### config.mk
export PLATFORM = sky130hd
export DESIGN_NAME = acs_cal_seq
export DESIGN_NICKNAME = d
export VERILOG_FILES = /design/src/common/acs_pkg.sv /design/src/acs_cal_seq.sv
export SDC_FILE = /design/constraint.sdc
export NUM_CORES = 2
export LEC_CHECK = 0
export ABC_AREA = 1
export BUFFER_PORTS_ARGS = -buffer_cell sky130_fd_sc_hd__buf_2
export CORE_AREA = 2 2 320 322
export DETAILED_ROUTE_END_ITERATION = 10
export DIE_AREA = 0 0 322 324
export GPL_TIMING_DRIVEN = 0
export PLACE_DENSITY = 0.56
export REMOVE_ABC_BUFFERS = 1
export SYNTH_ARGS = -nofsm -noshare
export SYNTH_HDL_FRONTEND = slang
export SYNTH_SLANG_ARGS = --single-unit
### constraint.sdc
create_clock -name pclk -period 11.85 [get_ports pclk]
set_input_delay 0 -clock pclk [delete_from_list [all_inputs] [get_ports pclk]]
set_output_delay 0 -clock pclk [all_outputs]
set_load 0.01 [all_outputs]
### src/common/acs_pkg.sv
package acs_pkg;
  // ****************************************
  // register map
  // ****************************************
  localparam logic [7:0]  A_CTRL = 8'h00;
  localparam logic [7:0]  A_OFFS = 8'h04;
  localparam logic [7:0]  A_GAIN = 8'h08;
  localparam logic [7:0]  A_DATA = 8'h0c;
  localparam logic [7:0]  A_STAT = 8'h10;
  // control fields
  localparam int          F_MODE = 0;
  localparam int          F_BIP  = 3;
  localparam int          F_CHAN = 4;
  localparam int          F_PGA  = 6;
  localparam int          F_W24  = 9;
  localparam logic [9:0]  CTRL_RST = 10'h200;
  localparam logic [24:0] OFFS_RST = 25'h0000000;
  localparam logic [25:0] GAIN_RST = 26'h0400000;
  // ****************************************
  // codes
  // ****************************************
  localparam logic [2:0]  MD_SELF = 3'h1;
  localparam logic [2:0]  MD_SYS0 = 3'h2;
  localparam logic [2:0]  MD_SYS1 = 3'h3;
  localparam logic [2:0]  MD_SOFF = 3'h4;
  localparam logic [2:0]  MD_BG   = 3'h5;
  localparam logic [1:0]  ND_AIN   = 2'h0;
  localparam logic [1:0]  ND_SHORT = 2'h1;
  localparam logic [1:0]  ND_REF   = 2'h2;
  localparam logic [1:0]  CH_HL    = 2'h2;
  // ****************************************
  // counts, in output-rate periods; DIV_LAST in clock cycles
  // ****************************************
  localparam logic [3:0]  N_SELF_PH = 4'h3;
  localparam logic [3:0]  N_SYS_PH  = 4'h3;
  localparam logic [3:0]  N_SETL_SELF = 4'h3;
  localparam logic [3:0]  N_SETL_SYS  = 4'h1;
  localparam logic [2:0]  BG_LAST = 3'h5;
  localparam logic [5:0]  DIV_LAST = 6'h2f;
  // ****************************************
  // arithmetic
  // ****************************************
  localparam int          GAIN_FRAC = 22;
  localparam logic [25:0] TGT_UNI = 26'h0ffffff;
  localparam logic [25:0] TGT_BIP = 26'h07fffff;
  localparam logic [32:0] MID     = 33'h000800000;
  localparam logic [32:0] FS_MAX  = 33'h000ffffff;
  localparam logic [24:0] SPAN_MIN_DIFF = 25'h0333333;
  localparam logic [24:0] SPAN_MAX_DIFF = 25'h0866666;
  localparam logic [24:0] SPAN_MIN_HL   = 25'h0333333;
  localparam logic [24:0] SPAN_MAX_HL   = 25'h0433333;

  typedef enum logic [5:0] {
    ST_IDLE = 6'b000001,
    ST_ZERO = 6'b000010,
    ST_FULL = 6'b000100,
    ST_DIV  = 6'b001000,
    ST_SETL = 6'b010000,
    ST_BG   = 6'b100000
  } acs_state_t;

  typedef struct packed {
    logic [1:0] node;
    logic [1:0] chan;
    logic [2:0] pga;
    logic       bipolar;
    logic       filt_rst;
  } acs_fe_t;
endpackage

### src/acs_cal_seq.sv
`timescale 1ns/1ps
// Functional notes
// RL1 - corrections run at 33 bits, result delivered as 24 or 16 bits
// RL2 - correction subtracts offset first, then multiplies by full-scale coefficient
// RL3 - host may write offset and full-scale coefficients directly
// RL4 - ready output goes high one cycle after a calibration command, low on completion
// RL5 - host ignores ready for one modulator cycle after a calibration command
// RL6 - mode 001 converts shorted node, then reference, settles, then signals ready
// RL7 - self calibration runs at the selected gain setting
// RL8 - bipolar self calibration spans midscale to positive full scale
// RL9 - mode 010 captures input as zero point, then signals ready
// RL10 - mode 011 captures input as full scale, derives slope, signals ready
// RL11 - system holds calibration voltage steady during each system step
// RL12 - mode 010 after a full system calibration keeps the slope
// RL13 - mode 100 zero from input, span against reference, one step
// RL14 - system calibrations span endpoints unipolar, midscale to full scale bipolar
// RL15 - mode 101 interleaves calibration with conversions, output rate cut by six
// RL16 - background mode stays until the mode bits change
// RL17 - first background output flagged invalid
// RL18 - valid data after 9, 4, 4, 9 and 6 output periods
// RL19 - system span accepted only within channel limits
// RL20 - system keeps offset plus span within input range; not checked, span_ok tests only the span window
// RL21 - every calibration command resets the filter first
// RL22 - one polarity bit sets coding of both differential channels
// RL23 - high-level channel is always unipolar
// RL24 - other mode codes start nothing and keep coefficients
module acs_cal_seq (
  // apb
  input  wire logic            pclk,
  input  wire logic            presetn,
  input  wire logic            psel,
  input  wire logic            penable,
  input  wire logic            pwrite,
  input  wire logic [7:0]      paddr,
  input  wire logic [31:0]     pwdata,
  output logic      [31:0]     prdata,
  output logic                 pready,
  output logic                 pslverr,
  // filter samples
  input  wire logic [24:0]     raw_sample,
  input  wire logic            raw_valid,
  // front end and pin
  output acs_pkg::acs_fe_t     fe,
  output logic                 result_ready_n
);
  import acs_pkg::*;

  acs_state_t         state_ff, nxt_state;
  logic [9:0]         ctrl_ff, nxt_ctrl;
  logic [2:0]         run_ff, nxt_run, slot_ff, nxt_slot;
  logic [3:0]         cnt_ff, nxt_cnt;
  logic [24:0]        zs_ff, nxt_zs, offs_ff, nxt_offs;
  logic [25:0]        gain_ff, nxt_gain;
  logic [23:0]        data_ff, nxt_data;
  logic [31:0]        prdata_ff, nxt_prdata;
  logic [1:0]         node_ff, nxt_node;
  logic               rdyn_ff, nxt_rdyn, frst_ff, nxt_frst;
  logic               err_ff, nxt_err, bgf_ff, nxt_bgf, inval_ff, nxt_inval;
  logic [47:0]        dvd_ff, nxt_dvd;
  logic [25:0]        rem_ff, nxt_rem;
  logic [24:0]        den_ff, nxt_den, div_den, span_c, base_c;
  logic [5:0]         dcnt_ff, nxt_dcnt;
  logic               dbusy_ff, nxt_dbusy, done_ff, nxt_done, div_go;
  logic [25:0]        div_tgt, quo, r_try;
  logic signed [25:0] diff;
  logic signed [52:0] prod;
  logic signed [32:0] wide, res;
  logic [23:0]        out24;
  logic [3:0]         ph_len, st_len;
  logic               wr, rd, cwr, hit, bip_eff, cal_code, span_ok, smp;

  // ****************************************
  // apb decode
  // ****************************************
  assign wr      = psel && penable && pwrite;
  assign rd      = psel && penable && !pwrite;
  assign cwr     = wr && (paddr == A_CTRL);
  // RL21 drop sample from before filter reset
  assign smp     = raw_valid && !frst_ff;
  assign hit     = (paddr == A_CTRL) || (paddr == A_OFFS) || (paddr == A_GAIN) ||
                   (paddr == A_DATA) || (paddr == A_STAT);
  assign pready  = 1'b1;
  assign pslverr = psel && penable && !hit;
  assign prdata  = prdata_ff;
  assign result_ready_n = rdyn_ff;
  assign fe = '{node: node_ff, chan: ctrl_ff[F_CHAN +: 2], pga: ctrl_ff[F_PGA +: 3],
                bipolar: bip_eff, filt_rst: frst_ff};
  assign cal_code = (pwdata[2:0] >= MD_SELF) && (pwdata[2:0] <= MD_BG);

  // RL22 RL23 coding select
  assign bip_eff = ctrl_ff[F_BIP] && (ctrl_ff[F_CHAN +: 2] != CH_HL);

  // ****************************************
  // correction path
  // ****************************************
  // RL2 subtract then scale
  assign diff = $signed({raw_sample[24], raw_sample}) - $signed({offs_ff[24], offs_ff});
  assign prod = diff * $signed({1'b0, gain_ff});
  // RL1 33-bit internal result
  assign wide = $signed({{2{prod[52]}}, prod[52:GAIN_FRAC]});
  assign res  = bip_eff ? wide + $signed(MID) : wide;
  assign out24 = res[32] ? 24'h000000 : (res > $signed(FS_MAX)) ? 24'hffffff : res[23:0];

  // ****************************************
  // calibration helpers
  // ****************************************
  assign base_c = (run_ff == MD_SYS1) ? offs_ff : zs_ff;
  assign span_c = raw_sample - base_c;
  // RL8 RL14 span target
  assign div_tgt = bip_eff ? TGT_BIP : TGT_UNI;
  // RL19 span window
  assign span_ok = (ctrl_ff[F_CHAN +: 2] == CH_HL) ?
                   (span_c >= SPAN_MIN_HL && span_c <= SPAN_MAX_HL) :
                   (span_c >= SPAN_MIN_DIFF && span_c <= SPAN_MAX_DIFF);
  // RL18 step lengths
  assign ph_len = (run_ff == MD_SELF || run_ff == MD_SOFF) ? N_SELF_PH : N_SYS_PH;
  assign st_len = (run_ff == MD_SELF || run_ff == MD_SOFF) ? N_SETL_SELF : N_SETL_SYS;
  assign quo = (|dvd_ff[47:26]) ? 26'h3ffffff : dvd_ff[25:0];

  // ****************************************
  // sequencer and registers
  // ****************************************
  always_comb begin
    nxt_state = state_ff;
    nxt_ctrl  = ctrl_ff;
    nxt_run   = run_ff;
    nxt_slot  = slot_ff;
    nxt_cnt   = cnt_ff;
    nxt_zs    = zs_ff;
    nxt_offs  = offs_ff;
    nxt_gain  = gain_ff;
    nxt_data  = data_ff;
    nxt_rdyn  = rdyn_ff;
    nxt_frst  = 1'b0;
    nxt_err   = err_ff;
    nxt_bgf   = bgf_ff;
    nxt_inval = inval_ff;
    div_go    = 1'b0;
    div_den   = span_c;
    // RL3 direct coefficient writes
    if (wr && paddr == A_OFFS) begin
      nxt_offs = pwdata[24:0];
    end
    if (wr && paddr == A_GAIN) begin
      nxt_gain = pwdata[25:0];
    end
    if (rd && paddr == A_DATA) begin
      nxt_rdyn = 1'b1;
    end
    if (done_ff && (state_ff == ST_DIV || state_ff == ST_BG)) begin
      nxt_gain = quo;
    end
    unique case (state_ff)
      ST_IDLE: begin
        if (raw_valid) begin
          nxt_data = out24;
          nxt_rdyn = 1'b0;
        end
      end
      ST_ZERO: begin
        if (smp) begin
          nxt_cnt = cnt_ff + 4'h1;
          if (cnt_ff == ph_len - 4'h1) begin
            // RL9 RL6 zero capture
            nxt_zs    = raw_sample;
            nxt_offs  = raw_sample;
            nxt_cnt   = 4'h0;
            // RL12 offset only
            nxt_state = (run_ff == MD_SYS0) ? ST_SETL : ST_FULL;
          end
        end
      end
      ST_FULL: begin
        if (smp) begin
          nxt_cnt = cnt_ff + 4'h1;
          if (cnt_ff == ph_len - 4'h1) begin
            nxt_cnt = 4'h0;
            // RL10 RL13 slope from span
            if (span_ok || run_ff == MD_SELF) begin
              div_go    = 1'b1;
              nxt_state = ST_DIV;
            end else begin
              nxt_err   = 1'b1;
              nxt_state = ST_SETL;
            end
          end
        end
      end
      ST_DIV: begin
        if (done_ff) begin
          nxt_state = ST_SETL;
        end
      end
      ST_SETL: begin
        if (smp) begin
          nxt_cnt = cnt_ff + 4'h1;
          if (cnt_ff == st_len - 4'h1) begin
            // RL4 RL6 completion
            nxt_data  = out24;
            nxt_rdyn  = 1'b0;
            nxt_cnt   = 4'h0;
            nxt_state = ST_IDLE;
          end
        end
      end
      ST_BG: begin
        if (smp) begin
          // RL15 six-slot interleave
          nxt_slot = (slot_ff == BG_LAST) ? 3'h0 : slot_ff + 3'h1;
          if (slot_ff == 3'h0) begin
            nxt_zs   = raw_sample;
            nxt_offs = raw_sample;
          end else if (slot_ff == 3'h1) begin
            div_go = 1'b1;
          end else if (slot_ff == BG_LAST) begin
            nxt_data  = out24;
            nxt_rdyn  = 1'b0;
            // RL17 first output flagged
            nxt_inval = bgf_ff;
            nxt_bgf   = 1'b0;
          end
        end
      end
    endcase
    if (cwr) begin
      nxt_ctrl = pwdata[9:0];
      if (cal_code) begin
        // RL21 RL4 filter reset, busy
        nxt_frst  = 1'b1;
        nxt_rdyn  = 1'b1;
        nxt_run   = pwdata[2:0];
        nxt_cnt   = 4'h0;
        nxt_slot  = 3'h0;
        nxt_err   = 1'b0;
        nxt_bgf   = 1'b1;
        nxt_inval = 1'b0;
        nxt_state = (pwdata[2:0] == MD_BG) ? ST_BG :
                    (pwdata[2:0] == MD_SYS1) ? ST_FULL : ST_ZERO;
      end else if (state_ff == ST_BG) begin
        // RL16 RL24 leave background only
        nxt_state = ST_IDLE;
      end
    end
    // RL6 RL7 RL13 node select
    nxt_node = ND_AIN;
    if (nxt_state == ST_BG) begin
      nxt_node = (nxt_slot == 3'h0) ? ND_SHORT : (nxt_slot == 3'h1) ? ND_REF : ND_AIN;
    end else if (nxt_state == ST_ZERO && nxt_run == MD_SELF) begin
      nxt_node = ND_SHORT;
    end else if (nxt_state == ST_FULL && nxt_run != MD_SYS1) begin
      nxt_node = ND_REF;
    end
    nxt_prdata = 32'h00000000;
    if (psel && !penable) begin
      unique case (paddr)
        A_CTRL:  nxt_prdata = {22'h000000, ctrl_ff};
        A_OFFS:  nxt_prdata = {{7{offs_ff[24]}}, offs_ff};
        A_GAIN:  nxt_prdata = {6'h00, gain_ff};
        A_DATA:  nxt_prdata = ctrl_ff[F_W24] ? {8'h00, data_ff} : {16'h0000, data_ff[23:8]};
        A_STAT:  nxt_prdata = {27'h0000000, state_ff == ST_BG, inval_ff, err_ff,
                               !rdyn_ff, !(state_ff == ST_IDLE || state_ff == ST_BG)};
        default: nxt_prdata = 32'h00000000;
      endcase
    end
  end

  always_ff @(posedge pclk or negedge presetn) begin
    if (!presetn) begin
      state_ff  <= ST_IDLE;
      ctrl_ff   <= CTRL_RST;
      run_ff    <= 3'h0;
      slot_ff   <= 3'h0;
      cnt_ff    <= 4'h0;
      zs_ff     <= OFFS_RST;
      offs_ff   <= OFFS_RST;
      gain_ff   <= GAIN_RST;
      data_ff   <= 24'h000000;
      rdyn_ff   <= 1'b1;
      frst_ff   <= 1'b0;
      err_ff    <= 1'b0;
      bgf_ff    <= 1'b0;
      inval_ff  <= 1'b0;
      node_ff   <= ND_AIN;
      prdata_ff <= 32'h00000000;
    end else begin
      state_ff  <= nxt_state;
      ctrl_ff   <= nxt_ctrl;
      run_ff    <= nxt_run;
      slot_ff   <= nxt_slot;
      cnt_ff    <= nxt_cnt;
      zs_ff     <= nxt_zs;
      offs_ff   <= nxt_offs;
      gain_ff   <= nxt_gain;
      data_ff   <= nxt_data;
      rdyn_ff   <= nxt_rdyn;
      frst_ff   <= nxt_frst;
      err_ff    <= nxt_err;
      bgf_ff    <= nxt_bgf;
      inval_ff  <= nxt_inval;
      node_ff   <= nxt_node;
      prdata_ff <= nxt_prdata;
    end
  end

  // ****************************************
  // gain divider
  // ****************************************
  assign r_try = {rem_ff[24:0], dvd_ff[47]};
  always_comb begin
    nxt_dvd   = dvd_ff;
    nxt_rem   = rem_ff;
    nxt_den   = den_ff;
    nxt_dcnt  = dcnt_ff;
    nxt_dbusy = dbusy_ff;
    nxt_done  = 1'b0;
    if (div_go) begin
      nxt_dvd   = {div_tgt[25:0], 22'h000000};
      nxt_rem   = 26'h0000000;
      nxt_den   = div_den;
      nxt_dcnt  = 6'h00;
      nxt_dbusy = 1'b1;
    end else if (dbusy_ff) begin
      if (r_try >= {1'b0, den_ff}) begin
        nxt_rem = r_try - {1'b0, den_ff};
        nxt_dvd = {dvd_ff[46:0], 1'b1};
      end else begin
        nxt_rem = r_try;
        nxt_dvd = {dvd_ff[46:0], 1'b0};
      end
      nxt_dcnt = dcnt_ff + 6'h01;
      if (dcnt_ff == DIV_LAST) begin
        nxt_dbusy = 1'b0;
        nxt_done  = 1'b1;
      end
    end
  end

  always_ff @(posedge pclk or negedge presetn) begin
    if (!presetn) begin
      dvd_ff   <= 48'h000000000000;
      rem_ff   <= 26'h0000000;
      den_ff   <= 25'h0000000;
      dcnt_ff  <= 6'h00;
      dbusy_ff <= 1'b0;
      done_ff  <= 1'b0;
    end else begin
      dvd_ff   <= nxt_dvd;
      rem_ff   <= nxt_rem;
      den_ff   <= nxt_den;
      dcnt_ff  <= nxt_dcnt;
      dbusy_ff <= nxt_dbusy;
      done_ff  <= nxt_done;
    end
  end
endmodule

==> summary.md <==
| Metric | Value |
|---|---|
| Mapped cell area | 40000 sq um |
| Grt peak-use layer | met2 |
| Worst Path Buf+Inv | 7 |
| Worst EP arrival | 11.80 ns |
| Gate count of the mapped netlist | 5197 |
| Minimum clock period | 11.24 ns |
| M3 GR Usage | 0.0579 |
| GP Congestion | 0.960 |
| Crit Path Category | reg -> reg |
| Slowest-stage cell, CP | clkinvlp_2 |
| Met1 Use GR | 0.380 |
| Vias in the first global route | 34700 |
| Hpwl dp | 108 mm |
| Die area | 104000 sq um |
| Area contributors post-synth | fa_1 29%, dfrtp_1 16%, nand2_1 11% |
| Most used cell, CP | nand2_1 |
| Final period util | 0.949 |
| First-pass GRT wire length | 215 mm |
| Clk_skew | 0.0500 ns |
| CTS Buf Count | 30 |
| Pins Over Slew Limit | 0 |
| Nets | 6172 |
| CTS tree | yes |
| Final Hold Fails | 0 |
| Pin count of the biggest net entering global routing | 114 |
| Via count | 34900 |
| Area of placed instances | 41500 sq um |
| Final setup vio count | 0 |
| Primary FF master, synth | dfrtp_1 |
| Root buf cell | clkbuf_16 |
| Initial Utilization | 0.396 |
| Slew @ Worst Pin | 1.48 ns |
| Initial antenna violation count | 5 |
| Die H | 324 um |
| Wire length per cell | 21.6 um |
| Clk Latency, worst-skew pair | 0.62 ns |
| Io pins | 115 |
| Crit path depth | 44 |
| WHS Path Cells | 8 |
| Fmax | 0.0889 GHz |
| Reg area | 6670 sq um |
| Critical path launch point type | flop |
| CTS Sinks | 266 |
| Core area | 101000 sq um |
| Post-synth ARST share | 1.00 |
| Area of the multi-input gates | 28300 sq um |
| DRT iter0 DRCs | 2929 |
| Drt via density | 5.32 |
| Maxcap violations | 0 |
| Worst EP required | 12.41 ns |
| CTS Buffer Depth | 3 |
| Syn-to-layout area delta | 8.77% |
| Syn. warnings | 0 |
| Clock-pin slew on the worst setup and hold paths | 0.06 ns |
| Die Width | 322 um |
| Max-slew headroom | 0.0139 |
| #FFs+latches synth | 266 |
| Unrepaired setup endpoints after global routing | false |
| Library cells used by synthesis | 66 |
| Post-route ant nets | 0 |
| M2 GR Usage | 0.426 |
| Cell family with most CP delay | adder cells |
| Tot GR Track Use | 0.273 |
| Share of the synthesized area in the top cell type | 0.288 |
| Synth area leader | fa_1 |
| Congestion Overflow GR | 0 |
| Cell Rows | 117 |
| Reg2Reg Depth | 44 |
| Fin area | 43500 sq um |
| DR DRC count | 0 |
| Fillers | 10500 |
| Share of layout cells above drive strength 1 | 0.0770 |
| Port Buffers | 107 |
| DRT Pass-1 Iters | 8 |
| Worst path max stage delay | 0.88 ns |
| Final wirelength | 142 mm |
| CP max FO | 12 |
| CTS H-tree depth | 1 |
| Post-synthesis sequential area ratio | 0.166 |
| Critical Path End Type | flop |
| Avg Synthesized Cell Area | 7.70 sq um |
| Outcome | complete, no violations |
| HP Class | in -> reg |
| Number of synthesized flops with an enable pin | 0 |
[worst reg2reg max path: cells and delay by family (launching register included)]
family                   cells  cell delay, ns
flip-flops                   1            0.45
XOR/XNOR                     1            0.19
adder cells (fa/ha/maj)     10            4.39
AND/OR/NAND/NOR             15            2.92
buffers and inverters        7            1.31
AO/OA/AOI/OAI               11            1.92
[state kept, by name, summed over array words and instances, names as in the netlist, 2 cells and up]
register,cells
dvd_ff,48
prdata,27
gain_ff,26
den_ff,25
offs_ff,25
rem_ff,25
zs_ff,25
data_ff,24
ctrl_ff,10
dcnt_ff,6
state_ff,6
cnt_ff,4
run_ff,3
slot_ff,3
node_ff,2
[worst paths after layout]
check,start,endpoint,slack [ns]
worst max-delay path,offs_ff[2]$_DFF_PN0_,data_ff[21]$_DFFE_PN0P_,0.61
worst min-delay path,paddr[6],prdata[3]$_DFF_PN0_,0.1
max in group asynchronous,presetn,dbusy_ff$_DFF_PN0_,10.39
worst max register to register,offs_ff[2]$_DFF_PN0_,data_ff[21]$_DFFE_PN0P_,0.61
worst min register to register,bgf_ff$_DFF_PN0_,bgf_ff$_DFF_PN0_,0.47
min in group asynchronous,presetn,prdata[14]$_DFF_PN0_,0.47
[timing repair]
action / in CTS / in global routing
hold endpoints to repair: 250 / 0
gates resized for setup: 9 / 21
setup endpoints to repair: 24 / 24
pin swaps: 0 / 3
hold buffers: 75 / 0
cloned: 0 / 4
setup buffers: 0 / 13
[kinds of logic (layout without fill, tap and decap cells)]
| group | after synthesis | after routing | synth area share |
|---|---|---|---|
| other | 1 | 3 | 0.0000937 |
| XOR/XNOR | 67 | 67 | 0.0147 |
| flip-flops | 266 | 266 | 0.166 |
| multiplexers | 3 | 3 | 0.000750 |
| adder cells (fa/ha/maj) | 870 | 870 | 0.380 |
| AO/OA/AOI/OAI | 654 | 656 | 0.0962 |
| buffers and inverters | 1329 | 1380 | 0.130 |
| AND/OR/NAND/NOR | 2007 | 2007 | 0.212 |
[synthesized netlist by cell type (4+ instances only)]
| cell type | n |
|---|---|
| o221ai_1 | 27 |
| o21bai_1 | 5 |
| a31oi_1 | 13 |
| nand3_2 | 25 |
| clkbuf_1 | 157 |
| nor2_4 | 4 |
| nand2_2 | 42 |
| nand2_4 | 5 |
| nor3_1 | 50 |
| a221oi_1 | 6 |
| a21o_1 | 9 |
| dfstp_2 | 4 |
| o22ai_1 | 23 |
| clkinv_1 | 15 |
| a211oi_1 | 6 |
| or2_2 | 36 |
| a21oi_1 | 206 |
| o21a_1 | 7 |
| nor2_2 | 11 |
| buf_2 | 21 |
| nand3_1 | 206 |
| nand4_1 | 40 |
| buf_12 | 4 |
| inv_1 | 1096 |
| o21ai_0 | 235 |
| xor2_1 | 34 |
| nor4_1 | 15 |
| nor2_1 | 408 |
| o21ai_1 | 13 |
| o21ai_2 | 43 |
| buf_6 | 4 |
| a21boi_0 | 5 |
| o31ai_1 | 6 |
| nand2_1 | 1153 |
| buf_4 | 15 |
| ha_1 | 294 |
| inv_2 | 10 |
| dfrtp_1 | 262 |
| xnor2_1 | 33 |
| buf_1 | 5 |
| fa_1 | 576 |
| o211ai_1 | 32 |
[cell type report]
cell class              count  share of cell area
flip-flops and latches    266               0.153
multi-input cells        3604               0.651
clock inverters             7             0.00267
repair inverters            2            0.000230
repair buffers            206              0.0374
diodes                      2            0.000115
well taps                1309              0.0376
inverters                1121              0.0973
clock buffers              44              0.0205
[per-stage QoR]
stage          TNS [ns]  hold slack [ns]  setup slack, ns  utilization  cells
2_1_floorplan         0           -0.296             2.34            -   4989
3_3_place_gp     -27.57            0.291            -1.23        0.408   6405
3_5_place_dp     -14.32           0.0452           -0.648        0.410   6415
4_1_cts               0           0.0504           0.0352        0.428   6541
5_1_grt               0            0.127          0.00897        0.431   6560
6_report              0           0.0978            0.606        0.431   6561
[metal layers]
layer | wire [um] | vias up
li1 | - | 16000
met1 | 61300 | 17300
met2 | 62800 | 1365
met3 | 12500 | 225
met4 | 5070 | 6
met5 | 41 | -
[cell usage in the layout (no fill, tap or decap), drive strengths merged, types with 34 or more instances in the layout]
cell type / Yosys / final
o211ai: 33 / 34
fa: 576 / 576
nand2: 1200 / 1200
clkbuf: 157 / 44
nand3: 231 / 231
dfrtp: 262 / 262
ha: 294 / 294
buf: 51 / 132
o21ai: 291 / 291
inv: 1106 / 1100
nor3: 53 / 53
dlygate4sd3: 0 / 74
xor2: 34 / 34
a21oi: 206 / 206
or2: 36 / 36
nor2: 423 / 423
nand4: 40 / 40
Power is left out: the tool's default activity adds up to more than one toggle a clock period on the data nets, which glitch-free logic cannot reach.
